[src/rtl/acqfp_regs.svh]
/*
 Constants of the acquire-mode front panel control block.
 Assumes inclusion by bare name; definitions only.
*/
`ifndef ACQFP_REGS_SVH
`define ACQFP_REGS_SVH
// Register byte offsets
`define ACQFP_CTRL_OFS 12'h000
`define ACQFP_STAT_OFS 12'h004
`define ACQFP_SWEEP_OFS 12'h008
// Control register field positions
`define ACQFP_CTRL_INV_BIT 0
// Status register field positions
`define ACQFP_STAT_MODE_LSB 0
`define ACQFP_STAT_FRZ_BIT 2
`define ACQFP_STAT_SHIFT_BIT 3
`define ACQFP_STAT_CSW_BIT 4
`define ACQFP_STAT_DIG_LSB 5
// Sweep index range: 0 external clock, 1 is 20 s/div, 27 is 50 ns/div
`define ACQFP_SWEEP_EXT 5'h00
`define ACQFP_SWEEP_SLOW 5'h01
`define ACQFP_SWEEP_FAST 5'h1b
// Last index of the roll, real-time and extended real-time bands, slow to fast
`define ACQFP_SWEEP_ROLL_END 5'h08
`define ACQFP_SWEEP_RT_END 5'h0f
`define ACQFP_SWEEP_ERD_END 5'h16
// Reset values
`define ACQFP_SWEEP_RST 5'h0a
`define ACQFP_CTRL_RST 1'b0
// Record lengths and points per trigger
`define ACQFP_REC_FULL 11'h400
`define ACQFP_REC_ERD 11'h334
`define ACQFP_ERD_PPD 8'h50
`define ACQFP_PPT_50NS 11'h00a
`define ACQFP_PPT_100NS 11'h014
`define ACQFP_PPT_200NS 11'h028
`define ACQFP_PPT_500NS 11'h064
`define ACQFP_PPT_1US 11'h0c8
`endif

[src/rtl/acqfp_pkg.sv]
/*
 Types of the acquire-mode front panel control block.
 Assumes no surroundings; used by scoped names only.
*/
package acqfp_pkg;
   typedef enum logic [1:0] {
      ACQFP_CH1 = 2'b00,
      ACQFP_CH2 = 2'b01,
      ACQFP_BOTH = 2'b10,
      ACQFP_ADD = 2'b11
   } acqfp_mode_t;
   typedef enum logic [1:0] {
      ACQFP_DIG_ROLL = 2'b00,
      ACQFP_DIG_RT = 2'b01,
      ACQFP_DIG_ERD = 2'b10,
      ACQFP_DIG_EQT = 2'b11
   } acqfp_dig_t;
   // Key pulses after synchronisation
   typedef struct packed {
      logic ch1;
      logic ch2;
      logic both;
      logic add;
      logic freeze;
      logic shift;
      logic avg_n;
      logic env;
      logic envelope_n_acquire;
      logic hold_next;
      logic alt_key;
      logic plain_key;
      logic cw;
      logic ccw;
   } acqfp_keys_t;
   // Acquisition path enables
   typedef struct packed {
      logic dig1;
      logic dig2;
      logic sum;
      logic inv2;
      logic wr1;
      logic wr2;
      logic disp1;
      logic disp2;
   } acqfp_path_t;
endpackage

[src/rtl/acqfp_top.sv]
/*
 Acquire-mode front panel control: acquisition mode, freeze, shift prefix,
 sweep selector and digitizing mode, with an AHB-Lite register slave.
 Assumes raw key and detent levels from the panel, asynchronous to I_CLOCK,
 and a single AHB-Lite master issuing single word transfers.
 // Function
 // - Exactly one of four acquisition modes is active; its key lights.
 // - Channel 1 mode digitizes input 1 to memory 1, cursor to 1, disp2 off.
 // - Dual mode digitizes both inputs to both memories, both displays on.
 // - Sum mode digitizes input sum to memory 1, cursor to 1, disp2 off.
 // - Channel 2 mode digitizes input 2 to memory 2 unless frozen, disp1 off.
 // - Freeze stops digitizing and blocks writes to both memories at once.
 // - Freeze ends on second press or averaged, envelope or hold-next.
 // - Shift arms a blinking prefix; next alternate key runs its alternate.
 // - Armed shift plus plain key clears shift and runs the normal function.
 // - Shift pressed again while armed cancels it with no other action.
 // - Sweep selector steps 1-2-5 from 20 s/div to 50 ns/div.
 // - One step slower than 20 s/div selects external sample clocking.
 // - Steps beyond either end are ignored; setting stays at end value.
 // - 1 us to 50 ns uses equivalent time, 1024 points, many triggers.
 // - 200 us to 2 us uses extended real time, 80 pts/div, 820 points.
 // - Extended real time uses interlaced differential sampling.
 // - 50 ms to 500 us, roll and external clock fill 1024 points.
 // - Sequential modes fill the whole memory on one hold-next trigger.
 // - Roll and external clock need no trigger except to end hold-next.
*/
`timescale 1ns/100ps
`include "acqfp_regs.svh"
module acqfp_top #(
   parameter int BLINK_BITS = 24
) (
   input wire logic I_CLOCK,
   input wire logic I_NRST,
   input wire logic [13:0] I_KEYS,
   input wire logic I_TRIGGER,
   input wire logic I_HSEL,
   input wire logic [11:0] I_HADDR,
   input wire logic [1:0] I_HTRANS,
   input wire logic I_HWRITE,
   input wire logic [2:0] I_HSIZE,
   input wire logic [31:0] I_HWDATA,
   input wire logic I_HREADY,
   output logic [31:0] O_HRDATA,
   output logic O_HREADYOUT,
   output logic O_HRESP,
   output logic [3:0] O_MODE_LAMPS,
   output logic O_FREEZE_LAMP,
   output logic O_SHIFT_LAMP,
   output logic O_CURSOR_WAVEFORM_SELECT,
   output acqfp_pkg::acqfp_path_t O_PATH,
   output acqfp_pkg::acqfp_dig_t O_DIG_MODE,
   output logic O_EXTERNAL_SAMPLE_CLOCKING,
   output logic O_INTERLACED,
   output logic O_NEED_TRIGGER,
   output logic [10:0] O_RECORD_LEN,
   output logic [10:0] O_POINTS_PER_TRIGGER,
   output logic [4:0] O_SWEEP_INDEX
);
   logic [13:0] s1_q, s2_q, s3_q, lvl_q;
   acqfp_pkg::acqfp_keys_t k;
   acqfp_pkg::acqfp_mode_t mode_q;
   logic frz_q, shift_q, csw_q, inv_q, hold_next_q, fill_q;
   logic [4:0] sweep_q;
   logic [BLINK_BITS-1:0] blink_q;
   logic esc_k;
   acqfp_pkg::acqfp_dig_t dig;
   logic ph_act_q, ph_wr_q;
   logic [11:0] ph_addr_q;

   // Three-stage sync; only stages 2 and 3 feed the edge test
   always_ff @(posedge I_CLOCK) begin
      if (!I_NRST) begin
         s1_q <= 14'h0000;
         s2_q <= 14'h0000;
         s3_q <= 14'h0000;
      end else begin
         s1_q <= I_KEYS;
         s2_q <= s1_q;
         s3_q <= s2_q;
      end
   end

   // Settled level: a change counts only once stages 2 and 3 agree
   always_ff @(posedge I_CLOCK) begin
      if (!I_NRST) begin
         lvl_q <= 14'h0000;
      end else begin
         lvl_q <= ((s2_q ^ s3_q) & lvl_q) | (~(s2_q ^ s3_q) & s3_q);
      end
   end

   // Agreed rise gives a single-cycle press pulse; a one-stage glitch is lost
   assign k = acqfp_pkg::acqfp_keys_t'(s2_q & s3_q & ~lvl_q);

   // Acquire-type keys that release freeze: averaged, envelope, envelope/acquire, hold-next
   assign esc_k = k.avg_n | k.env | k.envelope_n_acquire | k.hold_next;

   // Acquisition mode: one of four, newest press wins
   always_ff @(posedge I_CLOCK) begin
      if (!I_NRST) begin
         mode_q <= acqfp_pkg::ACQFP_CH1;
      end else if (k.ch1) begin
         mode_q <= acqfp_pkg::ACQFP_CH1;
      end else if (k.ch2) begin
         mode_q <= acqfp_pkg::ACQFP_CH2;
      end else if (k.both) begin
         mode_q <= acqfp_pkg::ACQFP_BOTH;
      end else if (k.add) begin
         mode_q <= acqfp_pkg::ACQFP_ADD;
      end
   end

   // Cursor select follows the mode only when it points at a dropped channel
   always_ff @(posedge I_CLOCK) begin
      if (!I_NRST) begin
         csw_q <= 1'b0;
      end else if ((k.ch1 || k.add) && csw_q) begin
         csw_q <= 1'b0;
      end else if (k.ch2 && !csw_q) begin
         csw_q <= 1'b1;
      end
   end

   // Freeze toggles; acquire-type keys release it
   always_ff @(posedge I_CLOCK) begin
      if (!I_NRST) begin
         frz_q <= 1'b0;
      end else if (esc_k) begin
         frz_q <= 1'b0;
      end else if (k.freeze) begin
         frz_q <= ~frz_q;
      end else if (fill_q && hold_next_q && I_TRIGGER) begin
         frz_q <= 1'b1;
      end
   end

   // Hold-next pending until the next trigger or a freeze key press
   always_ff @(posedge I_CLOCK) begin
      if (!I_NRST) begin
         hold_next_q <= 1'b0;
         fill_q <= 1'b0;
      end else begin
         if (k.hold_next) begin
            hold_next_q <= 1'b1;
         end else if (I_TRIGGER || k.freeze) begin
            hold_next_q <= 1'b0;
         end
         // Sequential modes complete on one trigger; random mode does not
         fill_q <= (dig != acqfp_pkg::ACQFP_DIG_EQT);
      end
   end

   // Shift prefix: cleared by any following key except the sweep detents, toggled by itself
   always_ff @(posedge I_CLOCK) begin
      if (!I_NRST) begin
         shift_q <= 1'b0;
      end else if (k.shift) begin
         shift_q <= ~shift_q;
      end else if (k.alt_key || k.plain_key || k.ch1 || k.ch2
                   || k.both || k.add || k.freeze || esc_k) begin
         shift_q <= 1'b0;
      end
   end

   // Blink divider for the armed shift lamp
   always_ff @(posedge I_CLOCK) begin
      if (!I_NRST) begin
         blink_q <= '0;
      end else begin
         blink_q <= blink_q + 1'b1;
      end
   end

   // Sweep index walks with clamps at both ends
   always_ff @(posedge I_CLOCK) begin
      if (!I_NRST) begin
         sweep_q <= `ACQFP_SWEEP_RST;
      end else if (k.cw && !k.ccw && sweep_q != `ACQFP_SWEEP_FAST) begin
         sweep_q <= sweep_q + 5'h01;
      end else if (k.ccw && !k.cw && sweep_q != `ACQFP_SWEEP_EXT) begin
         sweep_q <= sweep_q - 5'h01;
      end
   end

   // Digitizing band from sweep index
   always_comb begin
      if (sweep_q <= `ACQFP_SWEEP_ROLL_END) begin
         dig = acqfp_pkg::ACQFP_DIG_ROLL;
      end else if (sweep_q <= `ACQFP_SWEEP_RT_END) begin
         dig = acqfp_pkg::ACQFP_DIG_RT;
      end else if (sweep_q <= `ACQFP_SWEEP_ERD_END) begin
         dig = acqfp_pkg::ACQFP_DIG_ERD;
      end else begin
         dig = acqfp_pkg::ACQFP_DIG_EQT;
      end
   end

   // Digitizing outputs registered
   always_ff @(posedge I_CLOCK) begin
      if (!I_NRST) begin
         O_DIG_MODE <= acqfp_pkg::ACQFP_DIG_ROLL;
         O_EXTERNAL_SAMPLE_CLOCKING <= 1'b0;
         O_INTERLACED <= 1'b0;
         O_NEED_TRIGGER <= 1'b0;
         O_RECORD_LEN <= `ACQFP_REC_FULL;
         O_POINTS_PER_TRIGGER <= `ACQFP_REC_FULL;
         O_SWEEP_INDEX <= `ACQFP_SWEEP_RST;
      end else begin
         O_DIG_MODE <= dig;
         O_SWEEP_INDEX <= sweep_q;
         O_EXTERNAL_SAMPLE_CLOCKING <= (sweep_q == `ACQFP_SWEEP_EXT);
         O_INTERLACED <= (dig == acqfp_pkg::ACQFP_DIG_ERD);
         // Roll needs a trigger only to end a pending hold-next
         O_NEED_TRIGGER <= (dig != acqfp_pkg::ACQFP_DIG_ROLL)
                           || hold_next_q;
         O_RECORD_LEN <= (dig == acqfp_pkg::ACQFP_DIG_ERD) ?
                         `ACQFP_REC_ERD : `ACQFP_REC_FULL;
         case (sweep_q)
            `ACQFP_SWEEP_FAST: O_POINTS_PER_TRIGGER <= `ACQFP_PPT_50NS;
            `ACQFP_SWEEP_FAST - 5'h01:
               O_POINTS_PER_TRIGGER <= `ACQFP_PPT_100NS;
            `ACQFP_SWEEP_FAST - 5'h02:
               O_POINTS_PER_TRIGGER <= `ACQFP_PPT_200NS;
            `ACQFP_SWEEP_FAST - 5'h03:
               O_POINTS_PER_TRIGGER <= `ACQFP_PPT_500NS;
            `ACQFP_SWEEP_FAST - 5'h04:
               O_POINTS_PER_TRIGGER <= `ACQFP_PPT_1US;
            default: O_POINTS_PER_TRIGGER <=
               (dig == acqfp_pkg::ACQFP_DIG_ERD) ?
               `ACQFP_REC_ERD : `ACQFP_REC_FULL;
         endcase
      end
   end

   // Path enables; freeze gates digitizing and writes in the same cycle
   always_ff @(posedge I_CLOCK) begin
      if (!I_NRST) begin
         O_PATH <= '0;
         O_MODE_LAMPS <= 4'h1;
         O_FREEZE_LAMP <= 1'b0;
         O_SHIFT_LAMP <= 1'b0;
         O_CURSOR_WAVEFORM_SELECT <= 1'b0;
      end else begin
         O_PATH.dig1 <= !frz_q && (mode_q != acqfp_pkg::ACQFP_CH2);
         O_PATH.dig2 <= !frz_q && (mode_q == acqfp_pkg::ACQFP_CH2
                        || mode_q == acqfp_pkg::ACQFP_BOTH);
         O_PATH.sum <= (mode_q == acqfp_pkg::ACQFP_ADD);
         O_PATH.inv2 <= inv_q;
         O_PATH.wr1 <= !frz_q && (mode_q != acqfp_pkg::ACQFP_CH2);
         O_PATH.wr2 <= !frz_q && (mode_q == acqfp_pkg::ACQFP_CH2
                       || mode_q == acqfp_pkg::ACQFP_BOTH);
         O_PATH.disp1 <= (mode_q != acqfp_pkg::ACQFP_CH2);
         O_PATH.disp2 <= (mode_q == acqfp_pkg::ACQFP_CH2
                         || mode_q == acqfp_pkg::ACQFP_BOTH);
         O_MODE_LAMPS <= 4'h1 << mode_q;
         O_FREEZE_LAMP <= frz_q;
         O_SHIFT_LAMP <= shift_q && blink_q[BLINK_BITS-1];
         O_CURSOR_WAVEFORM_SELECT <= csw_q;
      end
   end

   // AHB-Lite address phase capture; zero wait states
   always_ff @(posedge I_CLOCK) begin
      if (!I_NRST) begin
         ph_act_q <= 1'b0;
         ph_wr_q <= 1'b0;
         ph_addr_q <= 12'h000;
      end else if (I_HREADY) begin
         ph_act_q <= I_HSEL && I_HTRANS[1];
         ph_wr_q <= I_HWRITE;
         ph_addr_q <= I_HADDR;
      end
   end

   // Control register write: channel-2 invert
   always_ff @(posedge I_CLOCK) begin
      if (!I_NRST) begin
         inv_q <= `ACQFP_CTRL_RST;
      end else if (ph_act_q && ph_wr_q && ph_addr_q == `ACQFP_CTRL_OFS) begin
         inv_q <= I_HWDATA[`ACQFP_CTRL_INV_BIT];
      end
   end

   // Read data for the following data phase; unmapped reads zero
   always_ff @(posedge I_CLOCK) begin
      if (!I_NRST) begin
         O_HRDATA <= 32'h0000_0000;
         O_HREADYOUT <= 1'b1;
         O_HRESP <= 1'b0;
      end else begin
         O_HREADYOUT <= 1'b1;
         O_HRESP <= 1'b0;
         if (I_HREADY && I_HSEL && I_HTRANS[1] && !I_HWRITE) begin
            case (I_HADDR)
               `ACQFP_CTRL_OFS: O_HRDATA <= {31'h0, inv_q};
               `ACQFP_STAT_OFS: O_HRDATA <= {25'h0, dig, csw_q, shift_q,
                                             frz_q, mode_q};
               `ACQFP_SWEEP_OFS: O_HRDATA <= {27'h0, sweep_q};
               default: O_HRDATA <= 32'h0000_0000;
            endcase
         end
      end
   end

   // Checks
   property p_mode_onehot;
      @(posedge I_CLOCK) disable iff (!I_NRST)
      $onehot(O_MODE_LAMPS);
   endproperty
   a_mode_onehot: assert property (p_mode_onehot)
      else $error("mode lamps not one-hot");

   property p_ch1_press;
      @(posedge I_CLOCK) disable iff (!I_NRST)
      k.ch1 && !k.ch2 |-> ##2 (O_MODE_LAMPS == 4'h1) && !O_PATH.disp2
         && !O_CURSOR_WAVEFORM_SELECT;
   endproperty
   a_ch1_press: assert property (p_ch1_press)
      else $error("channel 1 mode not applied");

   property p_both;
      @(posedge I_CLOCK) disable iff (!I_NRST)
      mode_q == acqfp_pkg::ACQFP_BOTH && !frz_q |=> O_PATH.dig1
         && O_PATH.dig2 && O_PATH.disp1 && O_PATH.disp2;
   endproperty
   a_both: assert property (p_both)
      else $error("dual mode paths wrong");

   property p_add;
      @(posedge I_CLOCK) disable iff (!I_NRST)
      mode_q == acqfp_pkg::ACQFP_ADD |=> O_PATH.sum && !O_PATH.disp2;
   endproperty
   a_add: assert property (p_add)
      else $error("sum mode paths wrong");

   property p_ch2;
      @(posedge I_CLOCK) disable iff (!I_NRST)
      k.ch2 && !k.ch1 && !csw_q |-> ##2 O_CURSOR_WAVEFORM_SELECT
         && !O_PATH.disp1;
   endproperty
   a_ch2: assert property (p_ch2)
      else $error("channel 2 mode not applied");

   property p_freeze;
      @(posedge I_CLOCK) disable iff (!I_NRST)
      frz_q |=> !O_PATH.wr1 && !O_PATH.wr2 && !O_PATH.dig1;
   endproperty
   a_freeze: assert property (p_freeze)
      else $error("write while frozen");

   property p_unfreeze;
      @(posedge I_CLOCK) disable iff (!I_NRST)
      esc_k |=> !frz_q ##1 !O_FREEZE_LAMP;
   endproperty
   a_unfreeze: assert property (p_unfreeze)
      else $error("freeze not released");

   property p_shift_cancel;
      @(posedge I_CLOCK) disable iff (!I_NRST)
      shift_q && k.shift |=> !shift_q && $stable(mode_q);
   endproperty
   a_shift_cancel: assert property (p_shift_cancel)
      else $error("shift cancel wrong");

   property p_shift_plain;
      @(posedge I_CLOCK) disable iff (!I_NRST)
      shift_q && k.plain_key && !k.shift |=> !shift_q;
   endproperty
   a_shift_plain: assert property (p_shift_plain)
      else $error("shift not cleared");

   property p_clamp;
      @(posedge I_CLOCK) disable iff (!I_NRST)
      sweep_q == `ACQFP_SWEEP_EXT && k.ccw |=> sweep_q == `ACQFP_SWEEP_EXT;
   endproperty
   a_clamp: assert property (p_clamp)
      else $error("sweep passed external end");

   property p_erd;
      @(posedge I_CLOCK) disable iff (!I_NRST)
      dig == acqfp_pkg::ACQFP_DIG_ERD |=> O_INTERLACED
         && O_RECORD_LEN == `ACQFP_REC_ERD;
   endproperty
   a_erd: assert property (p_erd)
      else $error("extended real time outputs wrong");
endmodule

[config.mk]
export PLATFORM = sky130hd
export DESIGN_NAME = acqfp_top
export DESIGN_NICKNAME = d
export VERILOG_FILES = /design/src/rtl/acqfp_pkg.sv /design/src/rtl/acqfp_top.sv
export VERILOG_INCLUDE_DIRS = /design/src /design/src/rtl
export SDC_FILE = /design/constraint.sdc
export NUM_CORES = 1
export LEC_CHECK = 0
export ABC_CLOCK_PERIOD_IN_PS = 2800
export BUFFER_PORTS_ARGS = -buffer_cell sky130_fd_sc_hd__buf_2
export CORE_MARGIN = 8
export CORE_UTILIZATION = 25
export DETAILED_ROUTE_END_ITERATION = 10
export GPL_TIMING_DRIVEN = 1
export HOLD_SLACK_MARGIN = 0.05
export PLACE_DENSITY = 0.54
export SLEW_MARGIN = 20
export SYNTH_ARGS = -nofsm -noshare
export SYNTH_HDL_FRONTEND = slang
export SYNTH_SLANG_ARGS = --single-unit
[constraint.sdc]
create_clock -name I_CLOCK -period 2.8 [get_ports I_CLOCK]
set_input_delay 0.28 -clock I_CLOCK [delete_from_list [all_inputs] [get_ports I_CLOCK]]
set_output_delay 0.28 -clock I_CLOCK [all_outputs]
set_load 0.02 [all_outputs]
After elaboration in Yosys (flattened, before gate mapping)
Cells that the tools add are included.
{ "word_totals": {"elab_cells": 135, "regBits": 184, "output_inout_bits": 81, "input_bits": 69} }
{ "classes": {"n_eq_ne": 14, "muxes": 17, "bitwise": 14, "n_reduce_logical": 48, "n_lt_le_gt_ge": 3, "shift": 1, "add_sub_neg": 3} }
{ "ops": {"columns": ["cell", "count"], "rows": [
  ["AND 14 bit", 4],
  ["one-hot mux 11 bit (5 select lines)", 1],
  ["inverter 14 bit", 2],
  ["equality test 5 bit (second input constant)", 5],
  ["adder 24 x 1 -> 24 bit (second input constant)", 1],
  ["zero test 12 bit", 2],
  ["one-hot mux 7 bit (3 select lines)", 1],
  ["logical AND 1 bit", 17],
  ["OR 14 bit", 1],
  ["bitwise XOR 14 bit", 1],
  ["equality test 12 x 3 -> 1 bit (second input constant)", 1],
  ["equality test 12 x 4 -> 1 bit (second input constant)", 1],
  ["nonzero test 2 bit", 6],
  ["logical OR 1 bit", 11],
  ["2-to-1 mux 11 bit", 1],
  ["<= comparator 5 x 4 -> 1 bit (second input constant)", 2],
  ["2-to-1 mux 5 bit", 2],
  ["2-to-1 mux 1 bit", 8],
  ["2-to-1 mux 2 bit", 4],
  ["equality test 2 bit (second input constant)", 3],
  ["OR reduction 2 bit", 3],
  ["adder 5 x 1 -> 5 bit (second input constant)", 1],
  ["<= comparator 5 bit (second input constant)", 1],
  ["zero test 1 bit", 5],
  ["12 further kinds", 16]
]} }

Longest topological paths before layout
{ "logic_depth": {"depth_word": 11, "ltp_mapped": 9, "depth_no_buf": 8} }

Least setup slack after synthesis
OpenSTA, ideal clock, no wires.
{ "synth_timing": {"path_kind": "register -> register", "start": "register s2_q[0]", "end": "register sweep_q[4]", "required_time_ns": 2.736, "t_arrival_ns": 2.070, "synth_period_minus_slack_ns": 2.134, "n_path_buf": 1, "setup_time_ns": 0.064, "stages_incl_launch_ff": 10, "setup_slack_ns": 0.666, "path_cell_list": "dfxtp_1 > ha_1 > nor2b_1 > a211o_1 > buf_2 > ha_1 > a21oi_1 > nand2_1 > or3_1 > nand4_1"} }
{ "synth_via": {"elab_chain_len": 6, "word_cells_on_any_way": 9, "classes_between": "mux (1); bitwise (2); reduce/logical (6)"} }
{ "synth_rtl": {"columns": ["element", "line_no", "rtl"], "rows": [
  ["start, declared", "acqfp_top.sv:59", "logic [13:0] s1_q, s2_q, s3_q, lvl_q;"],
  ["start signal, assigned", "acqfp_top.sv:78", "s2_q <= s1_q;"],
  ["AND 14 bit (*) (2 in series)", "acqfp_top.sv:93", "assign k = acqfp_pkg::acqfp_keys_t'(s2_q & s3_q & ~lvl_q);"],
  ["zero test 1 bit", "acqfp_top.sv:178", "end else if (k.cw && !k.ccw && sweep_q != `ACQFP_SWEEP_FAST) begin"],
  ["logical AND 1 bit", "acqfp_top.sv:178", null],
  ["logical AND 1 bit (no source line)", null, null],
  ["2-to-1 mux 5 bit or nonzero test 2 bit (tied branches)", null, null],
  ["end signal, assigned", "acqfp_top.sv:177", "sweep_q <= `ACQFP_SWEEP_RST;"],
  ["end signal, assigned", "acqfp_top.sv:179", "sweep_q <= sweep_q + 5'h01;"],
  ["end signal, assigned", "acqfp_top.sv:181", "sweep_q <= sweep_q - 5'h01;"],
  ["end, declared", "acqfp_top.sv:63", "logic [4:0] sweep_q;"]
]} }
Mark *: on every way between the ends. The rest lies on a longest branch, timed or not.
A chain may end at the register's enable or synchronous reset.

Worst setup path in the final report
Ends and elaborated chain as after synthesis.

==> impl_metrics.env <==
export IMPL_status="finished clean"
export IMPL_cts_buffer_depth=2
export IMPL_track_usage=0.09331
export IMPL_worstMarginPinSlew_ns=0.7057
export IMPL_drive_above_1_share=0.1933
export IMPL_clkLatencyLatePin_ns=0.42
export IMPL_die_x_um=168.1
export IMPL_core_mm2=0.02264
export IMPL_hold_viol_final=0
export IMPL_netlist_area_mm2=0.005781
export IMPL_fin_crit_sh=0.8377
export IMPL_vias=4080
export IMPL_ys_ff_latch=147
export IMPL_wl_per_cell_um=13.07
export IMPL_startpoint_type="register"
export IMPL_synth_edf_count=0
export IMPL_cp_end_kind="register"
export IMPL_cts_root_buffer="clkbuf_16"
export IMPL_worst_slack_ns=0.4545
export IMPL_ios=150
export IMPL_crit_path_frequent_cell="ha_1"
export IMPL_nets=761
export IMPL_final_area_mm2=0.007084
export IMPL_ant_nets=0
export IMPL_initial_core_util=0.2553
export IMPL_r2r_start="s2_q[0]"
export IMPL_rsz0062_at_grt="false"
export IMPL_final_cell_mix="dfxtp_1 (147), buf_2 (81), nor2_1 (60)"
export IMPL_cp_cell_sequence="ha_1 > nor2b_1 > a211o_1 > ha_1 > a21oi_1 > nand2_1 > or3_1 > nand4_1"
export IMPL_cts_tree="yes"
export IMPL_synth_ff_type="dfxtp_1"
export IMPL_viasPerCell=4.215
export IMPL_cp_top_family="simple AND/OR/NAND/NOR gates"
export IMPL_die_h_um=168.1
export IMPL_syn_mean_instance_area_um2=9.932
export IMPL_h_tree_depth=4
export IMPL_grt_antenna_before_repair=0
export IMPL_cts_sinks=147
export IMPL_dpl_worst_slack_ns=0.4774
export IMPL_whs_endpoint="s1_q[9]"
export IMPL_synthToLayoutAreaGrowth_pct=22.55
export IMPL_required_ns=3.16
export IMPL_max_stage_delay_ns=0.42
export IMPL_skew_ns=0.006627
export IMPL_hold_class="primary input to register"
export IMPL_portBuffers=81
export IMPL_r2r_end="sweep_q[4]"
export IMPL_finalPower_mw=4.760
export IMPL_remaining_drc_errors=0
export IMPL_min_period_ns=2.345
export IMPL_final_common_cell="dfxtp_1"
export IMPL_wirelength_mm=12.65
export IMPL_path_clk_slew_ns=0.07
export IMPL_hold_depth=2
export IMPL_n_antenna_cell=0
export IMPL_netlist_cell_type_count=56
export IMPL_slew_headroom=0.5288
export IMPL_grt_pass1_wl_mm=21.19
export IMPL_setup_tns_ns=0
export IMPL_syn_instance_count=582
export IMPL_first_global_vias=4156
export IMPL_setup_viol=0
export IMPL_critical_path_class="register to register"
export IMPL_critPathMaxFanout=11
export IMPL_cp_slowest_cell="a211o_1"
export IMPL_min_from="I_KEYS[9]"
export IMPL_ff2ff_path_depth=8
export IMPL_routabilityCongestion=0.7400
export IMPL_dpl_hpwl_mm=9.006
export IMPL_power_density_mw_per_mm2=672.0
export IMPL_grt_max_degree=39
export IMPL_cap_violations=0
export IMPL_r2r_setup_slack_ns=0.45
export IMPL_ys_warn_count=0
export IMPL_drt_iter0_drc=211
export IMPL_dpl_cell_area_mm2=0.006336
export IMPL_num_rows=55
export IMPL_worstPathArrival_ns=2.71
export IMPL_drtPass1Iterations=5
export IMPL_async_flop_share=0
export IMPL_vdd_drop_max_uv=348.5
export IMPL_timing_fmax_ghz=0.4264
export IMPL_cp_num_buf_inv=0
export IMPL_power_leakage_nw=3.044
export IMPL_maxSlewViolCount=0
export IMPL_dieArea_mm2=0.02824
export IMPL_cts_buffers=17
export IMPL_yosysSeqAreaShare=0.5091
export IMPL_globalRouteOverflowTotal=0
export IMPL_cts_resized=0
==> stage by stage <==
| step | std cells | hold slack [ns] | utilization |
|---|---|---|---|
| floorplan | 613 | 0.4073 | - |
| global placement | 924 | 0.4155 | 0.2799 |
| detailed placement | 924 | 0.4169 | 0.2799 |
| CTS | 968 | 0.05100 | 0.3129 |
| global route | 968 | 0.05372 | 0.3129 |
| finish | 968 | 0.06799 | 0.3129 |
==> worst reg2reg max path, stage by stage (launching register included) <==
cell	delay, ns
dfxtp_1	0.33
ha_1	0.13
nor2b_1	0.32
a211o_1	0.42
ha_1	0.35
a21oi_1	0.20
nand2_1	0.10
or3_1	0.34
nand4_1	0.09
==> layout make-up <==
type / count / area [um^2]
fillers: 2378 / 15560
flip-flops and latches: 147 / 2943
multi-input cells: 388 / 2495
repair buffers: 103 / 613.1
clock buffers: 17 / 425.4
well taps: 285 / 356.6
clock inverters: 15 / 202.7
inverters: 13 / 48.80
==> worst max-delay path by stage <==
| stage | startpoint | end | slack, ns | cells past startpoint |
|---|---|---|---|---|
| 6_report | s2_q[0] | sweep_q[4] | 0.45 | 8 |
| 5_1_grt | s2_q[0] | sweep_q[4] | 0.29 | 8 |
| 4_1_cts | s2_q[0] | sweep_q[4] | 0.45 | 8 |
| 3_5_place_dp | s2_q[0] | sweep_q[4] | 0.48 | 8 |
| 3_3_place_gp | s2_q[0] | sweep_q[4] | 0.49 | 8 |
| 2_1_floorplan | s2_q[0] | sweep_q[4] | 0.67 | 9 |
==> synthesized netlist by cell type, types with 3 or more instances <==
| master | instances | share of area |
|---|---|---|
| a21o_1 | 3 | 0.0039 |
| a21oi_1 | 26 | 0.023 |
| a22o_1 | 4 | 0.0061 |
| a22oi_1 | 6 | 0.0078 |
| a31oi_1 | 3 | 0.0032 |
| and2_1 | 52 | 0.056 |
| and3_1 | 4 | 0.0043 |
| and4_1 | 4 | 0.0061 |
| buf_1 | 3 | 0.0019 |
| buf_2 | 4 | 0.0035 |
| buf_4 | 41 | 0.053 |
| clkbuf_1 | 16 | 0.010 |
| dfxtp_1 | 147 | 0.51 |
| ha_1 | 21 | 0.045 |
| inv_1 | 12 | 0.0078 |
| mux2i_1 | 29 | 0.050 |
| nand2_1 | 21 | 0.014 |
| nand2b_1 | 14 | 0.015 |
| nand3_1 | 14 | 0.012 |
| nand4_1 | 11 | 0.012 |
| nor2_1 | 60 | 0.039 |
| nor2b_1 | 8 | 0.0087 |
| nor3_1 | 6 | 0.0052 |
| o21ai_0 | 9 | 0.0078 |
| o31ai_1 | 6 | 0.0078 |
| or3_1 | 9 | 0.0097 |
| or4_1 | 7 | 0.0091 |
| xnor2_1 | 4 | 0.0061 |
| xor2_1 | 7 | 0.011 |
==> kinds of logic (layout without fill, tap and decap cells) <==
| kind of cell | count (synthesis) | count (layout) | synth area share |
|---|---|---|---|
| xor gates and xnor gates | 11 | 11 | 0.01667 |
| buffers and inverters | 78 | 148 | 0.07944 |
| muxes | 31 | 31 | 0.05541 |
| and+or+nand+nor | 221 | 221 | 0.2087 |
| adders and majority gates | 22 | 22 | 0.04892 |
| DFF | 147 | 147 | 0.5091 |
| AOI/OAI and AO/OA | 70 | 70 | 0.08052 |
| other | 2 | 33 | 0.001299 |
==> layer usage <==
layer  global-route usage  wire [um]
met5                    0          0
met3              0.03274        692
met4              0.03494        166
met2               0.1491       5757
met1               0.1138       6035
==> power by group <==
part / switching, mW / total [mW] / internal (mW) / leakage, nW
sequential: 0.0224 / 2.16 / 2.14 / 1.20
combinational: 0.140 / 0.231 / 0.0905 / 1.54
clock: 1.06 / 2.37 / 1.30 / 0.306
total: 1.23 / 4.76 / 3.54 / 3.04
==> what timing repair did <==
item / 4_1_cts / 5_1_grt
hold buffers: 12 / 0
setup buffers: 0 / 0
hold endpoints to repair: 12 / 0
==> sequential cells by signal, indices dropped and copies added (netlist names), 6 cells and up, named ones only <==
signal,cells
ph_addr_q,12
s2_q,14
s1_q,14
O_HRDATA,7
O_POINTS_PER_TRIGGER,9
s3_q,14
blink_q,24
O_PATH,6
No activity file was read; power rests on OpenSTA's default activity.
